### config.mk
export PLATFORM = sky130hd
export DESIGN_NAME = power_mode_controller
export DESIGN_NICKNAME = d
export VERILOG_FILES = /design/src/rtl/pmc_pkg.sv /design/src/rtl/apb_word_decode.sv /design/src/rtl/power_mode_controller.sv /design/src/rtl/wake_edge_detect.sv
export SDC_FILE = /design/constraint.sdc
export NUM_CORES = 1
export LEC_CHECK = 0
export BUFFER_PORTS_ARGS = -buffer_cell sky130_fd_sc_hd__buf_2
export CAP_MARGIN = 20
export CORE_UTILIZATION = 45
export DETAILED_ROUTE_END_ITERATION = 8
export MAX_ROUTING_LAYER = met4
export PLACE_DENSITY_LB_ADDON = 0.08
export SKIP_CTS_REPAIR_TIMING = 1
export SLEW_MARGIN = 25
export SYNTH_ARGS = -nofsm -noshare
export SYNTH_HDL_FRONTEND = slang
export SYNTH_SLANG_ARGS = --single-unit
### constraint.sdc
create_clock -name clk -period 4.62 [get_ports clk]
set_input_delay 0.924 -clock clk [delete_from_list [all_inputs] [get_ports clk]]
set_output_delay 0.924 -clock clk [all_outputs]
set_load 0.01 [all_outputs]
### src/rtl/pmc_pkg.sv
/*
 * Shared constants for the operating-mode controller: register map,
 * field positions, reset values, mode encoding and timing counts.
 * Assumes a 32-bit APB register bus and a single 100 MHz clock.
 */
package pmc_pkg;

    localparam int ADDR_W = 8;
    localparam int DATA_W = 32;
    localparam int WAKE_PINS = 4;
    localparam int SENSOR_W = 8;
    localparam int LP_W = 3;
    localparam int IRQ_W = 6;
    localparam int BOOT_CNT_W = 8;

    // register byte offsets
    localparam logic [ADDR_W-1:0] OFS_CTRL = 8'h00;
    localparam logic [ADDR_W-1:0] OFS_SENSOR = 8'h04;
    localparam logic [ADDR_W-1:0] OFS_LPCFG = 8'h08;
    localparam logic [ADDR_W-1:0] OFS_STATUS = 8'h0c;
    localparam logic [ADDR_W-1:0] OFS_IRQ_STAT = 8'h10;
    localparam logic [ADDR_W-1:0] OFS_IRQ_MASK = 8'h14;
    localparam logic [ADDR_W-1:0] OFS_RETAIN = 8'h18;
    localparam logic [ADDR_W-1:0] OFS_LAST = OFS_RETAIN;

    // control register fields
    localparam int CTRL_CLK_EXT_BIT = 0;
    localparam int CTRL_REQ_LSB = 4;
    localparam logic [1:0] REQ_STANDBY = 2'h1;
    localparam logic [1:0] REQ_SLEEP = 2'h2;

    // low-power configuration fields
    localparam int LP_RTC_EN_BIT = 0;
    localparam int LP_ALARM_EN_BIT = 1;
    localparam int LP_WAKE_EN_BIT = 2;

    // sensor enable field that gates the analog supply regulator
    localparam int SENSOR_AREG_BIT = 0;

    // interrupt status fields
    localparam int IRQ_ALARM_BIT = 0;
    localparam int IRQ_PIN_LSB = 1;
    localparam int IRQ_SLEEP_EXIT_BIT = 5;

    // wake pins whose falling edge counts; the rest use the rising edge
    localparam logic [WAKE_PINS-1:0] WAKE_FALL_MASK = 4'h3;

    // reset values
    localparam logic CTRL_CLK_EXT_RST = 1'b0;
    localparam logic [SENSOR_W-1:0] SENSOR_RST = 8'h00;
    localparam logic [LP_W-1:0] LPCFG_RST = 3'h7;
    localparam logic [IRQ_W-1:0] IRQ_MASK_RST = 6'h00;
    localparam logic [DATA_W-1:0] RETAIN_RST = 32'h00000000;

    // timing
    localparam int CLK_PERIOD_NS = 10;
    localparam int BOOT_HOLD_NS = 200;
    localparam int BOOT_HOLD_CYCLES = (BOOT_HOLD_NS + CLK_PERIOD_NS - 1) / CLK_PERIOD_NS;

    typedef enum logic [1:0] {
        MODE_RUN,
        MODE_STANDBY,
        MODE_SLEEP,
        MODE_BOOT
    } mode_e;

endpackage

### src/rtl/apb_word_decode.sv
/*
 * APB address decoder: word-aligned byte offset and hit flag for the register map.
 * Assumes byte addresses with one aligned 32-bit word per register.
 */
`timescale 1ns/1ns
`default_nettype none
module apb_word_decode (
    input wire logic [pmc_pkg::ADDR_W-1:0] paddr,
    output logic [pmc_pkg::ADDR_W-1:0] offset,
    output logic hit
);
    import pmc_pkg::*;

    // unaligned or out-of-map addresses answer with an error
    always_comb begin
        offset = {paddr[ADDR_W-1:2], 2'h0};
        hit = (paddr[1:0] == 2'h0) && (paddr <= OFS_LAST);
    end

endmodule // apb_word_decode
`default_nettype wire

### src/rtl/power_mode_controller.sv
/*
 * Operating-mode controller: run, standby and sleep sequencing, wake
 * handling, power-domain enables, retention word and APB register file.
 * Assumes synchronous wake pins and alarm, and an APB master on clk.
 */
`timescale 1ns/1ns
`default_nettype none

// Overview of operation
// - In run mode the digital core regulator is switched on at full voltage.
// - In run mode the processor clock source is internal or external per a control bit.
// - In run mode each sensor-interface component has its own software enable bit.
// - From run mode a software request enters standby or sleep, and only that mode.
// - In standby the processor is halted and the core regulator lowered, keeping all state.
// - Entering standby switches off every sensor-interface component and analog supply.
// - Entering standby switches off the internal oscillator without software help.
// - In standby and sleep the clock, alarm and wake controller follow their own enables.
// - An enabled alarm or any enabled wake pin event returns standby or sleep to run.
// - Entering sleep powers down core and analog regulators, oscillator and sensors.
// - Leaving sleep resets the system and restarts the processor from the boot program.
// - A retention word keeps its contents through sleep and the reset after it.
// - The first two wake pins wake the device on a falling edge.
// - The other two wake pins wake the device on a rising edge.
// - Supply monitoring is off in standby and sleep and on again in run.
module power_mode_controller (
    input wire logic clk,
    input wire logic nrst,
    input wire logic psel,
    input wire logic penable,
    input wire logic pwrite,
    input wire logic [pmc_pkg::ADDR_W-1:0] paddr,
    input wire logic [pmc_pkg::DATA_W-1:0] pwdata,
    output logic [pmc_pkg::DATA_W-1:0] prdata,
    output logic pready,
    output logic pslverr,
    input wire logic [pmc_pkg::WAKE_PINS-1:0] wakeup_interface_pins,
    input wire logic rtc_alarm,
    output logic digital_core_regulator_en,
    output logic digital_core_regulator_low,
    output logic cpu_halt,
    output logic sys_reset,
    output logic clk_sel_ext,
    output logic osc_en,
    output logic [pmc_pkg::SENSOR_W-1:0] sensor_en,
    output logic analog_reg_en,
    output logic supervisor_en,
    output logic rtc_en,
    output logic rtc_alarm_en,
    output logic wakeup_ctrl_en,
    output logic irq
);
    import pmc_pkg::*;

    ////////////////////////////////////////////////////////////////////////////

    typedef struct packed {
        mode_e mode;
        logic [BOOT_CNT_W-1:0] cnt;
        logic clk_ext;
        logic [SENSOR_W-1:0] sensor;
        logic [LP_W-1:0] lpcfg;
        logic [IRQ_W-1:0] stat;
        logic [IRQ_W-1:0] mask;
        logic [DATA_W-1:0] retain;
        logic [DATA_W-1:0] prdata;
        logic pready;
        logic pslverr;
        logic irq;
        logic core_en;
        logic core_low;
        logic halt;
        logic sys_rst;
        logic osc;
        logic [SENSOR_W-1:0] sensor_out;
        logic areg;
        logic sup;
    } ctl_s;

    localparam ctl_s CTL_RST = '{
        mode: MODE_RUN,
        cnt: '0,
        clk_ext: CTRL_CLK_EXT_RST,
        sensor: SENSOR_RST,
        lpcfg: LPCFG_RST,
        stat: '0,
        mask: IRQ_MASK_RST,
        retain: RETAIN_RST,
        prdata: '0,
        pready: 1'b0,
        pslverr: 1'b0,
        irq: 1'b0,
        core_en: 1'b1,
        core_low: 1'b0,
        halt: 1'b0,
        sys_rst: 1'b0,
        osc: 1'b1,
        sensor_out: SENSOR_RST,
        areg: SENSOR_RST[SENSOR_AREG_BIT],
        sup: 1'b1
    };

    localparam logic [BOOT_CNT_W-1:0] BOOT_LOAD = BOOT_CNT_W'(BOOT_HOLD_CYCLES - 1);

    ctl_s s_q;
    ctl_s s_d;

    logic [ADDR_W-1:0] offset;
    logic hit;
    logic [WAKE_PINS-1:0] pin_evt;

    ////////////////////////////////////////////////////////////////////////////

    apb_word_decode u_decode (
        .paddr(paddr),
        .offset(offset),
        .hit(hit)
    );

    wake_edge_detect #(
        .PINS(WAKE_PINS),
        .FALL_MASK(WAKE_FALL_MASK)
    ) u_wake (
        .clk(clk),
        .nrst(nrst),
        .pins(wakeup_interface_pins),
        .events(pin_evt)
    );

    ////////////////////////////////////////////////////////////////////////////

    function automatic logic [DATA_W-1:0] read_word(input logic [ADDR_W-1:0] ofs,
                                                   input ctl_s s);
        logic [DATA_W-1:0] w;
        w = '0;
        unique case (ofs)
            OFS_CTRL: w[CTRL_CLK_EXT_BIT] = s.clk_ext;
            OFS_SENSOR: w[SENSOR_W-1:0] = s.sensor;
            OFS_LPCFG: w[LP_W-1:0] = s.lpcfg;
            OFS_STATUS: w[1:0] = s.mode;
            OFS_IRQ_STAT: w[IRQ_W-1:0] = s.stat;
            OFS_IRQ_MASK: w[IRQ_W-1:0] = s.mask;
            OFS_RETAIN: w = s.retain;
            default: w = '0;
        endcase
        return w;
    endfunction

    ////////////////////////////////////////////////////////////////////////////

    logic wr_en;
    logic [1:0] req;
    logic [WAKE_PINS-1:0] pin_wake;
    logic alarm_wake;
    logic wake_any;
    logic [IRQ_W-1:0] wake_cause;

    always_comb begin
        s_d = s_q;
        wr_en = 1'b0;
        req = 2'h0;
        pin_wake = '0;
        alarm_wake = 1'b0;
        wake_any = 1'b0;
        wake_cause = '0;

        // bus slave: data and error are captured in setup, so access is one cycle
        s_d.pready = psel & ~penable;
        s_d.pslverr = psel & ~penable & ~hit;
        if (psel && !penable) begin
            s_d.prdata = hit ? read_word(offset, s_q) : '0;
        end
        wr_en = psel & penable & s_q.pready & pwrite & ~s_q.pslverr;

        if (wr_en) begin
            unique case (offset)
                OFS_CTRL: begin
                    s_d.clk_ext = pwdata[CTRL_CLK_EXT_BIT];
                    req = pwdata[CTRL_REQ_LSB +: 2];
                end
                OFS_SENSOR: s_d.sensor = pwdata[SENSOR_W-1:0];
                OFS_LPCFG: s_d.lpcfg = pwdata[LP_W-1:0];
                OFS_IRQ_MASK: s_d.mask = pwdata[IRQ_W-1:0];
                OFS_IRQ_STAT: s_d.stat = s_q.stat & ~pwdata[IRQ_W-1:0];
                OFS_RETAIN: s_d.retain = pwdata;
                default: ;
            endcase
        end

        // wake sources: the pins share one wake enable, the alarm needs both the clock and alarm enables
        pin_wake = s_q.lpcfg[LP_WAKE_EN_BIT] ? pin_evt : '0;
        alarm_wake = rtc_alarm & s_q.lpcfg[LP_RTC_EN_BIT] & s_q.lpcfg[LP_ALARM_EN_BIT];
        wake_any = alarm_wake | (|pin_wake);
        wake_cause[IRQ_ALARM_BIT] = alarm_wake;
        wake_cause[IRQ_PIN_LSB +: WAKE_PINS] = pin_wake;

        unique case (s_q.mode)
            MODE_RUN: begin
                // wake events are ignored here
                if (req == REQ_STANDBY) begin
                    s_d.mode = MODE_STANDBY;
                end else if (req == REQ_SLEEP) begin
                    s_d.mode = MODE_SLEEP;
                end
            end
            MODE_STANDBY: begin
                if (wake_any) begin
                    s_d.mode = MODE_RUN;
                    s_d.stat = s_d.stat | wake_cause;
                end
            end
            MODE_SLEEP: begin
                if (wake_any) begin
                    s_d.mode = MODE_BOOT;
                    s_d.cnt = BOOT_LOAD;
                    // clock select, sensor enables and interrupt mask restart from reset values; low-power config and retention word stay
                    s_d.clk_ext = CTRL_CLK_EXT_RST;
                    s_d.sensor = SENSOR_RST;
                    s_d.mask = IRQ_MASK_RST;
                    s_d.stat = s_d.stat | wake_cause;
                    s_d.stat[IRQ_SLEEP_EXIT_BIT] = 1'b1;
                end
            end
            MODE_BOOT: begin
                if (s_q.cnt == '0) begin
                    s_d.mode = MODE_RUN;
                end else begin
                    s_d.cnt = s_q.cnt - 1'b1;
                end
            end
        endcase

        // power-domain outputs are registered from the next mode
        s_d.core_en = (s_d.mode != MODE_SLEEP);
        s_d.core_low = (s_d.mode == MODE_STANDBY);
        s_d.halt = (s_d.mode == MODE_STANDBY);
        // the processor is held in reset through sleep and the boot hold
        s_d.sys_rst = (s_d.mode == MODE_SLEEP) || (s_d.mode == MODE_BOOT);
        s_d.osc = (s_d.mode == MODE_RUN) || (s_d.mode == MODE_BOOT);
        s_d.sensor_out = (s_d.mode == MODE_RUN) ? s_d.sensor : '0;
        s_d.areg = (s_d.mode == MODE_RUN) && s_d.sensor[SENSOR_AREG_BIT];
        s_d.sup = (s_d.mode == MODE_RUN) || (s_d.mode == MODE_BOOT);
        s_d.irq = |(s_d.stat & s_d.mask);
    end

    always_ff @(posedge clk) begin
        if (!nrst) begin
            s_q <= CTL_RST;
        end else begin
            s_q <= s_d;
        end
    end

    ////////////////////////////////////////////////////////////////////////////

    assign prdata = s_q.prdata;
    assign pready = s_q.pready;
    assign pslverr = s_q.pslverr;
    assign digital_core_regulator_en = s_q.core_en;
    assign digital_core_regulator_low = s_q.core_low;
    assign cpu_halt = s_q.halt;
    assign sys_reset = s_q.sys_rst;
    assign clk_sel_ext = s_q.clk_ext;
    assign osc_en = s_q.osc;
    assign sensor_en = s_q.sensor_out;
    assign analog_reg_en = s_q.areg;
    assign supervisor_en = s_q.sup;
    assign rtc_en = s_q.lpcfg[LP_RTC_EN_BIT];
    assign rtc_alarm_en = s_q.lpcfg[LP_ALARM_EN_BIT];
    assign wakeup_ctrl_en = s_q.lpcfg[LP_WAKE_EN_BIT];
    assign irq = s_q.irq;

endmodule // power_mode_controller
`default_nettype wire

### src/rtl/wake_edge_detect.sv
/*
 * Wake pin edge detector: one-cycle event per pin on the selected edge.
 * Assumes the pins are already synchronous to clk.
 */
`timescale 1ns/1ns
`default_nettype none
module wake_edge_detect #(
    parameter int PINS = 4,
    parameter logic [PINS-1:0] FALL_MASK = '0
) (
    input wire logic clk,
    input wire logic nrst,
    input wire logic [PINS-1:0] pins,
    output logic [PINS-1:0] events
);

    typedef struct packed {
        logic [PINS-1:0] prev;
        logic primed;
    } det_s;

    det_s s_q;
    det_s s_d;

    always_comb begin
        s_d = s_q;
        s_d.prev = pins;
        s_d.primed = 1'b1;
    end

    always_ff @(posedge clk) begin
        if (!nrst) begin
            s_q <= '0;
        end else begin
            s_q <= s_d;
        end
    end

    // the first sample after reset only primes, so a pin idling high is no edge
    always_comb begin
        for (int i = 0; i < PINS; i++) begin
            if (FALL_MASK[i]) begin
                events[i] = s_q.primed & s_q.prev[i] & ~pins[i];
            end else begin
                events[i] = s_q.primed & ~s_q.prev[i] & pins[i];
            end
        end
    end

endmodule // wake_edge_detect
`default_nettype wire
==> results.md, run 1 <==
- Fin util: 54.9%
- Layout cells sized above 1: 23.3%
- Clock-pin slew on the worst setup and hold paths: 0.05 ns
- Area Growth Syn to Fin: 17.8%
- Slew headroom: 38.1%
- Vias per cell: 5.35
- Nets: 704
- Net load switching power: 0.000780 W
- Maxcap violations: 0
- Worst-Margin Slew: 0.926 ns
- Boundary Pins: 104
- Total power per unit cell area: 491 mW/mm^2
- Worst hold path class: flip-flop to flip-flop
- Sequential element share of the synthesized area: 46.7%
- Pin count of the biggest net entering global routing: 51
- Syn avg cell area: 8.67 sq um
- P_int: 0.00217 W
- Critical path's largest stage delay: 0.38 ns
- GR Util met3: 6.27%
- Crit-path cells: buf_2 > nor4_1 > nand4_1 > nor2_1 > o21ai_0 > a31oi_1 > inv_1 > ha_1 > nand3_1 > nor2_1
- Max Transition Viols Final: 0
- Clk pwr share: 46.0%
- Flops & latches, synth: 119
- Worst Setup Start Kind: input port
- GR peak layer: met2
- RSZ-0062 raised after global routing: false
- Hold Path Stages: 2
- Reg2reg path depth: 11
- Overall Global Routing Usage: 23.8%
- Vias in the first global route: 4025
- Ys Warns: 0
- Outcome: completed
- Critical Path RT: 4.90 ns
- Tcrit/Tclk final: 63.5%
- Die Width: 108 um
- CTS tree: built
- Final GP Congestion: 0.846
- Mapped cell area: 0.00510 sq mm
- DRC: 0
- Global-route wire length before repair: 20.6 mm
- Setup Crit Path Kind: input port to flip-flop
- Switching Share: 26.5%
- Input/output buffers: 103
- Levels on crit path: 10
- Synth Flop Type: dfxtp_1
- Worst Path Buf+Inv: 2
- Max stage delay cell, worst path: nor4_1
- EDFF count, synth: 0
- Drt initial violations: 315
- Clk root buf: clkbuf_16
- Post-synthesis cell type count: 59
- Routing usage on met1: 30.5%
- Initial Utilization: 46.6%
- Max Clk Rate: 341 MHz
- Leak pwr: 2.58 nW
- Cells after Synth: 588
- Inst Count DP: 765
- Final setup fails: 0
- Clk_skew: 0.00622 ns
- Synth Net Count: 647
- Initial antenna violation count: 0
- Core Region: 0.0109 sq mm
- H-tree levels: 4
- # clock sinks: 119
- Drt pass-1 iters: 6
- Later-pin clock latency in the skew report: 0.42 ns
- Grt total ovfl: 0
- CTS Buf Count: 17
- DRT Wirelength: 12.9 mm
- Post-route insts no fill: 797
- Post-synth ARST share: 0%
- Minimum clock period: 2.93 ns
- Max clock buf depth: 2
- Most used cell, CP: nor2_1
- DR WL/cell: 16.2 um
- Die area: 0.0118 sq mm
- TNS Setup: 0 ns
- Filler Cells Inserted: 1030
- DIE HEIGHT: 108 um
- Hold Vio Cnt, Final: 0
- GR Layer Usage met2: 35.7%
- Via count: 4266
- Combinational group share of total power: 15.9%
- Sequential share of power: 38.1%
- Cell Rows: 38
- Antenna Violating Nets Remaining: 0
- Crit Path Max Fanout: 17
- Arrival time worst endpoint: 3.22 ns
- Dpl hpwl: 8.84 mm
- CP top delay family: simple AND/OR/NAND/NOR gates
- Crit end category: flip-flop
- Antenna diodes: 0
- Peak supply drop: 0.330 mV
cells by family after synthesis:
kind of cell	count (synthesis)	share of synthesized area, %
simple gates	230	20.4
xor+xnor	4	0.687
compound gates	123	16.5
mux	20	4.00
fa+ha+maj	9	2.21
flops	119	46.7
buf+inv	83	9.48
Yosys cell counts, types with 2 or more instances:
cell type	n	area, sq um
dfxtp_1	119	2380
nand2_1	86	323
nor2_1	84	315
buf_4	44	330
a21oi_1	41	205
a22oi_1	36	270
clkbuf_1	21	78.8
mux2i_1	17	170
o21ai_0	13	65.1
inv_1	12	45.0
nand3_1	12	60.1
ha_1	9	113
nand2b_1	9	56.3
and2_1	7	43.8
buf_2	5	25.0
or3_1	5	31.3
nor2b_1	4	25.0
nor4_1	4	25.0
xnor2_1	4	35.0
mux2_2	3	33.8
nor3_1	3	15.0
o21a_1	3	22.5
a211oi_1	2	15.0
a21boi_0	2	15.0
a31oi_1	2	12.5
a32oi_1	2	17.5
and3_1	2	12.5
nand4_1	2	12.5
o21bai_1	2	15.0
o22ai_1	2	12.5
o31a_1	2	17.5
or2_2	2	12.5
state kept, by name (all words and copies together), names as in the netlist:
name and cells:
analog_reg_en 1, clk_sel_ext 1, cpu_halt 1, digital_core_regulator_en 1, irq 1, prdata 32, pready 1, pslverr 1
rtc_alarm_en 1, rtc_en 1, s_q 62, sensor_en 8, supervisor_en 1, sys_reset 1, u_wake.s_q 5, wakeup_ctrl_en 1
through the flow:
step / area [sq um] / hold slack (ns) / setup WS [ns] / total power, W
detailed placement: 5390 / 0.448 / 1.25 / 0.00161
floorplan: 5100 / 0.432 / 2.04 / 0.00148
CTS: 5990 / 0.455 / 1.68 / 0.00296
global route: 6010 / 0.467 / 1.41 / 0.00307
finish: 6010 / 0.452 / 1.69 / 0.00295
global placement: 5390 / 0.441 / 1.31 / 0.00160
power by group through the flow:
stage / clock [W] / sequential, W / combinational, W
final: 0.00135 / 0.00112 / 0.000468
after floorplan: 0 / 0.00114 / 0.000341
after global placement: 0 / 0.00114 / 0.000461
after CTS: 0.00137 / 0.00112 / 0.000469
after global routing: 0.00142 / 0.00113 / 0.000520
after detailed placement: 0 / 0.00114 / 0.000465
cell type report:
type                    count  area (sq um)  share of cell area, %
clock inverters             7           118                   1.96
inverters                  13          48.8                  0.812
multi-input cells         386          2230                   37.2
repair buffers            108           557                   9.27
well taps                 140           175                   2.92
clock buffers              24           492                   8.19
flip-flops and latches    119          2380                   39.7
final timing paths:
kind / startpoint / slack, ns / to
setup / recovery: paddr[4] / 1.69 / sensor_en[5]
hold reg to reg: prdata[0] / 0.45 / prdata[0]
hold / removal: prdata[0] / 0.45 / prdata[0]
setup reg to reg: s_q[106] / 1.79 / sensor_en[5]
cells in the final DEF, fill, tap and decap left out, types with 3 or more instances in the layout:
master	n
nor4_1	4
xnor2_1	4
nor2b_1	4
nand2b_1	9
clkinvlp_4	3
clkbuf_1	3
clkbuf_8	4
buf_2	103
mux2i_1	17
o21a_1	3
inv_1	12
mux2_2	3
clkbuf_16	17
dfxtp_1	119
ha_1	9
bufinv_16	3
nand3_1	12
a22oi_1	36
and2_1	7
or3_1	5
nand2_1	86
nor3_1	3
o21ai_0	13
nor2_1	83
a21oi_1	41
buf_4	4
per-layer routing:
layer	up-vias	share of wire, %
met4	0	1.9
li1	2093	-
met3	18	6.2
met2	136	46
met5	-	0
met1	2019	46
tightest hold or removal path, delay by kind of cell, from the launching register on:
kind	cells	cell delay, ns
flops	1	0.30
simple gates	1	0.05
compound gates	1	0.05
Power figures use the tool's default switching activity.
==> inputs of run 2 (changes only) <==
- clock period: 4.62 -> 2.5 ns (I/O delays scaled with it)
==> run 2 against run 1 <==
  * Routed wire length decreased by 2.2%
  * Die area stayed put
  * Global-route usage fell by 0.66 points
  * Setup slack got worse by 1.6 ns
  * Sequential power increased by 87%
  * Via count about the same
==> results.md, run 2 (synthesis results as in run 1) <==
- Outcome: completed
- Worst Setup SP: s_q[107]
- Maxcap violations: 0 (unchanged)
- Clk root buf: clkbuf_16
- Reg2reg path depth: 11 (unchanged)
- Global-route wire length before repair: 19.9 mm (-3.4%)
- Vias per cell: 5.19 (-3.0%)
- Final GP Congestion: 0.907 (+7.1%)
- Top reg by flops: s_q
- Max Transition Viols Final: 0 (unchanged)
- DR WL/cell: 15.4 um (-5.1%)
- DIE HEIGHT: 108 um (unchanged)
- Drt initial violations: 294 (-6.7%)
- Setup Crit Path Kind: flip-flop to flip-flop
- Initial antenna violation count: 0 (unchanged)
- Final setup fails: 0 (unchanged)
- Nets: 728 (+3.4%)
- Inst Count DP: 788 (+3.0%)
- Max Clk Rate: 418 MHz
- Grt total ovfl: 0 (unchanged)
- Worst hold path class: input port to flip-flop
- Commonest non-fill, non-tap cells in the layout: 118 x dfxtp_1, 103 x buf_2, 86 x nand2_1
- Later-pin clock latency in the skew report: 0.42 ns (about the same)
- Leak pwr: 2.70 nW (+4.8%)
- CTS tree: built
- CTS Buf Count: 17 (unchanged)
- Die Width: 108 um (unchanged)
- Initial Utilization: 46.6% (unchanged)
- Commonest non-fill, non-tap cell in the layout: dfxtp_1
- DRT Wirelength: 12.7 mm (-2.2%)
- Boundary Pins: 104 (unchanged)
- Worst hold-check slack: 0.310 ns (-0.142 ns)
- Total power per unit cell area: 871 mW/mm^2 (+78%)
- Max stage delay cell, worst path: or3b_4
- Worst-Margin Slew: 0.648 ns (-0.279 ns)
- Post-route insts no fill: 822 (+3.1%)
- H-tree levels: 4 (unchanged)
- Combinational group share of total power: 20.6% (+4.7 points)
- Worst Path Buf+Inv: 2 (unchanged)
- Cell Rows: 38 (unchanged)
- Antenna Violating Nets Remaining: 0 (unchanged)
- Sequential share of power: 38.4% (+0.3 points)
- Crit-path cells: inv_1 > ha_4 > or3b_4 > o31ai_4 > o31ai_4 > a211oi_2 > a311o_1 > ha_2 > nand3_4 > clkbuf_16 > nor2_1
- Max reg flops: 62 (unchanged)
- Drt pass-1 iters: 5 (-1)
- Net load switching power: 0.00160 W (+100%)
- Worst Setup Start Kind: flip-flop
- Levels on crit path: 11 (+1)
- Crit Path Max Fanout: 4 (-13)
- Die area: 0.0118 sq mm (unchanged)
- Core Region: 0.0109 sq mm (unchanged)
- Tcrit/Tclk final: 95.7%
- Peak supply drop: 0.480 mV (+46%)
- Input/output buffers: 103 (unchanged)
- Hold Vio Cnt, Final: 0 (unchanged)
- Worst R2R Setup Slack: 0.11 ns (-1.68 ns)
- Max clock buf depth: 2 (unchanged)
- Area Growth Syn to Fin: 22.5%
- Hold Path Stages: 2 (unchanged)
- Critical R2R Capture: sensor_en[2]
- Slew headroom: 56.8% (+19 points)
- CP top delay family: compound AO/OA/AOI/OAI gates
- Crit end category: flip-flop
- P_int: 0.00384 W (+77%)
- Clk pwr share: 41.1% (-4.9 points)
- Vias in the first global route: 4022 (-0.075%)
- Post-route cell area: 0.00624 sq mm (+4.0%)
- Worst r2r src: s_q[107]
- Critical path's largest stage delay: 0.41 ns (+0.03 ns)
- Pin count of the biggest net entering global routing: 41 (-20%)
- Switching Share: 29.4% (+2.9 points)
- Clk_skew: 0.00983 ns (+0.00361 ns)
- Layout cells sized above 1: 27.7% (+4.4 points)
- Minimum clock period: 2.39 ns
- Most used cell, CP: o31ai_4
- Via count: 4268 (+0.047%)
- Critical path capture point: sensor_en[2]
- # clock sinks: 119 (unchanged)
- DRC: 0 (unchanged)
- Overall Global Routing Usage: 23.1% (-0.66 points)
- Placed instance area: 0.00561 sq mm (+4.1%)
- Arrival time worst endpoint: 2.74 ns (-0.48 ns)
- TNS Setup: 0 ns (unchanged)
- Critical Path RT: 2.85 ns (-2.05 ns)
- Clock-pin slew on the worst setup and hold paths: 0.06 ns (about the same)
- Dpl hpwl: 9.01 mm (+2.0%)
- Antenna diodes: 0 (unchanged)
==> run 2: cell count changes in the layout (fill, tap and decap cells not counted), sizes merged <==
| cell | previous run | this run |
|---|---|---|
| buf | 108 | 131 |
| bufinv | 3 | 0 |
| clkbuf | 24 | 19 |
| clkinv | 1 | 6 |
| clkinvlp | 3 | 2 |
| inv | 13 | 19 |
==> run 2: final cells by class <==
cell class / instances / area (sq um)
clock buffers: 18 / 439
clock inverters: 14 / 116
fillers: 1022 / 4690
inverters: 13 / 48.8
multi-input cells: 386 / 2280
flip-flops and latches: 119 / 2380
well taps: 140 / 175
repair buffers: 132 / 801
==> run 2: per-stage QoR <==
stage               total power [W]  utilization (%)  worst slack (ns)
floorplan                   0.00274                -             0.162
global placement            0.00308             51.3            0.0663
detailed placement          0.00310             51.3            0.0323
CTS                         0.00536             56.4          -0.00932
global route                0.00573             57.1           -0.0228
finish                      0.00544             57.1             0.108
==> run 2: worst register-to-register path, delay by kind of cell (launching register included) <==
kind                       cells  cell delay (ns)
AOI/OAI and AO/OA              4             0.80
adders and majority gates      2             0.36
buffers and inverters          2             0.27
DFF                            1             0.31
and+or+nand+nor                3             0.59
==> run 2: worst min-delay path by stage <==
| stage | from | to | slack, ns |
|---|---|---|---|
| 2_1_floorplan | prdata[6] | prdata[6] | 0.43 |
| 3_3_place_gp | s_q[75] | s_q[75] | 0.44 |
| 3_5_place_dp | prdata[6] | prdata[6] | 0.45 |
| 4_1_cts | wakeup_interface_pins[2] | u_wake.s_q[3] | 0.29 |
| 5_1_grt | wakeup_interface_pins[2] | u_wake.s_q[3] | 0.30 |
| 6_report | wakeup_interface_pins[2] | u_wake.s_q[3] | 0.31 |
==> run 2: per-layer routing <==
| layer | routed length (um) | vias up | track usage [%] |
|---|---|---|---|
| met5 | 0 | - | - |
| met4 | 133 | 0 | 8.11 |
| met3 | 820 | 11 | 6.93 |
| met2 | 5840 | 124 | 34.7 |
| met1 | 5870 | 1988 | 29.4 |
| li1 | - | 2145 | - |
==> run 2: power by group through the flow <==
stage          clock network, W  registers, W  logic, W
2_1_floorplan                 0       0.00211  0.000630
3_3_place_gp                  0       0.00212  0.000956
3_5_place_dp                  0       0.00212  0.000980
4_1_cts                 0.00229       0.00208  0.000983
5_1_grt                 0.00238       0.00210   0.00125
6_report                0.00223       0.00209   0.00112
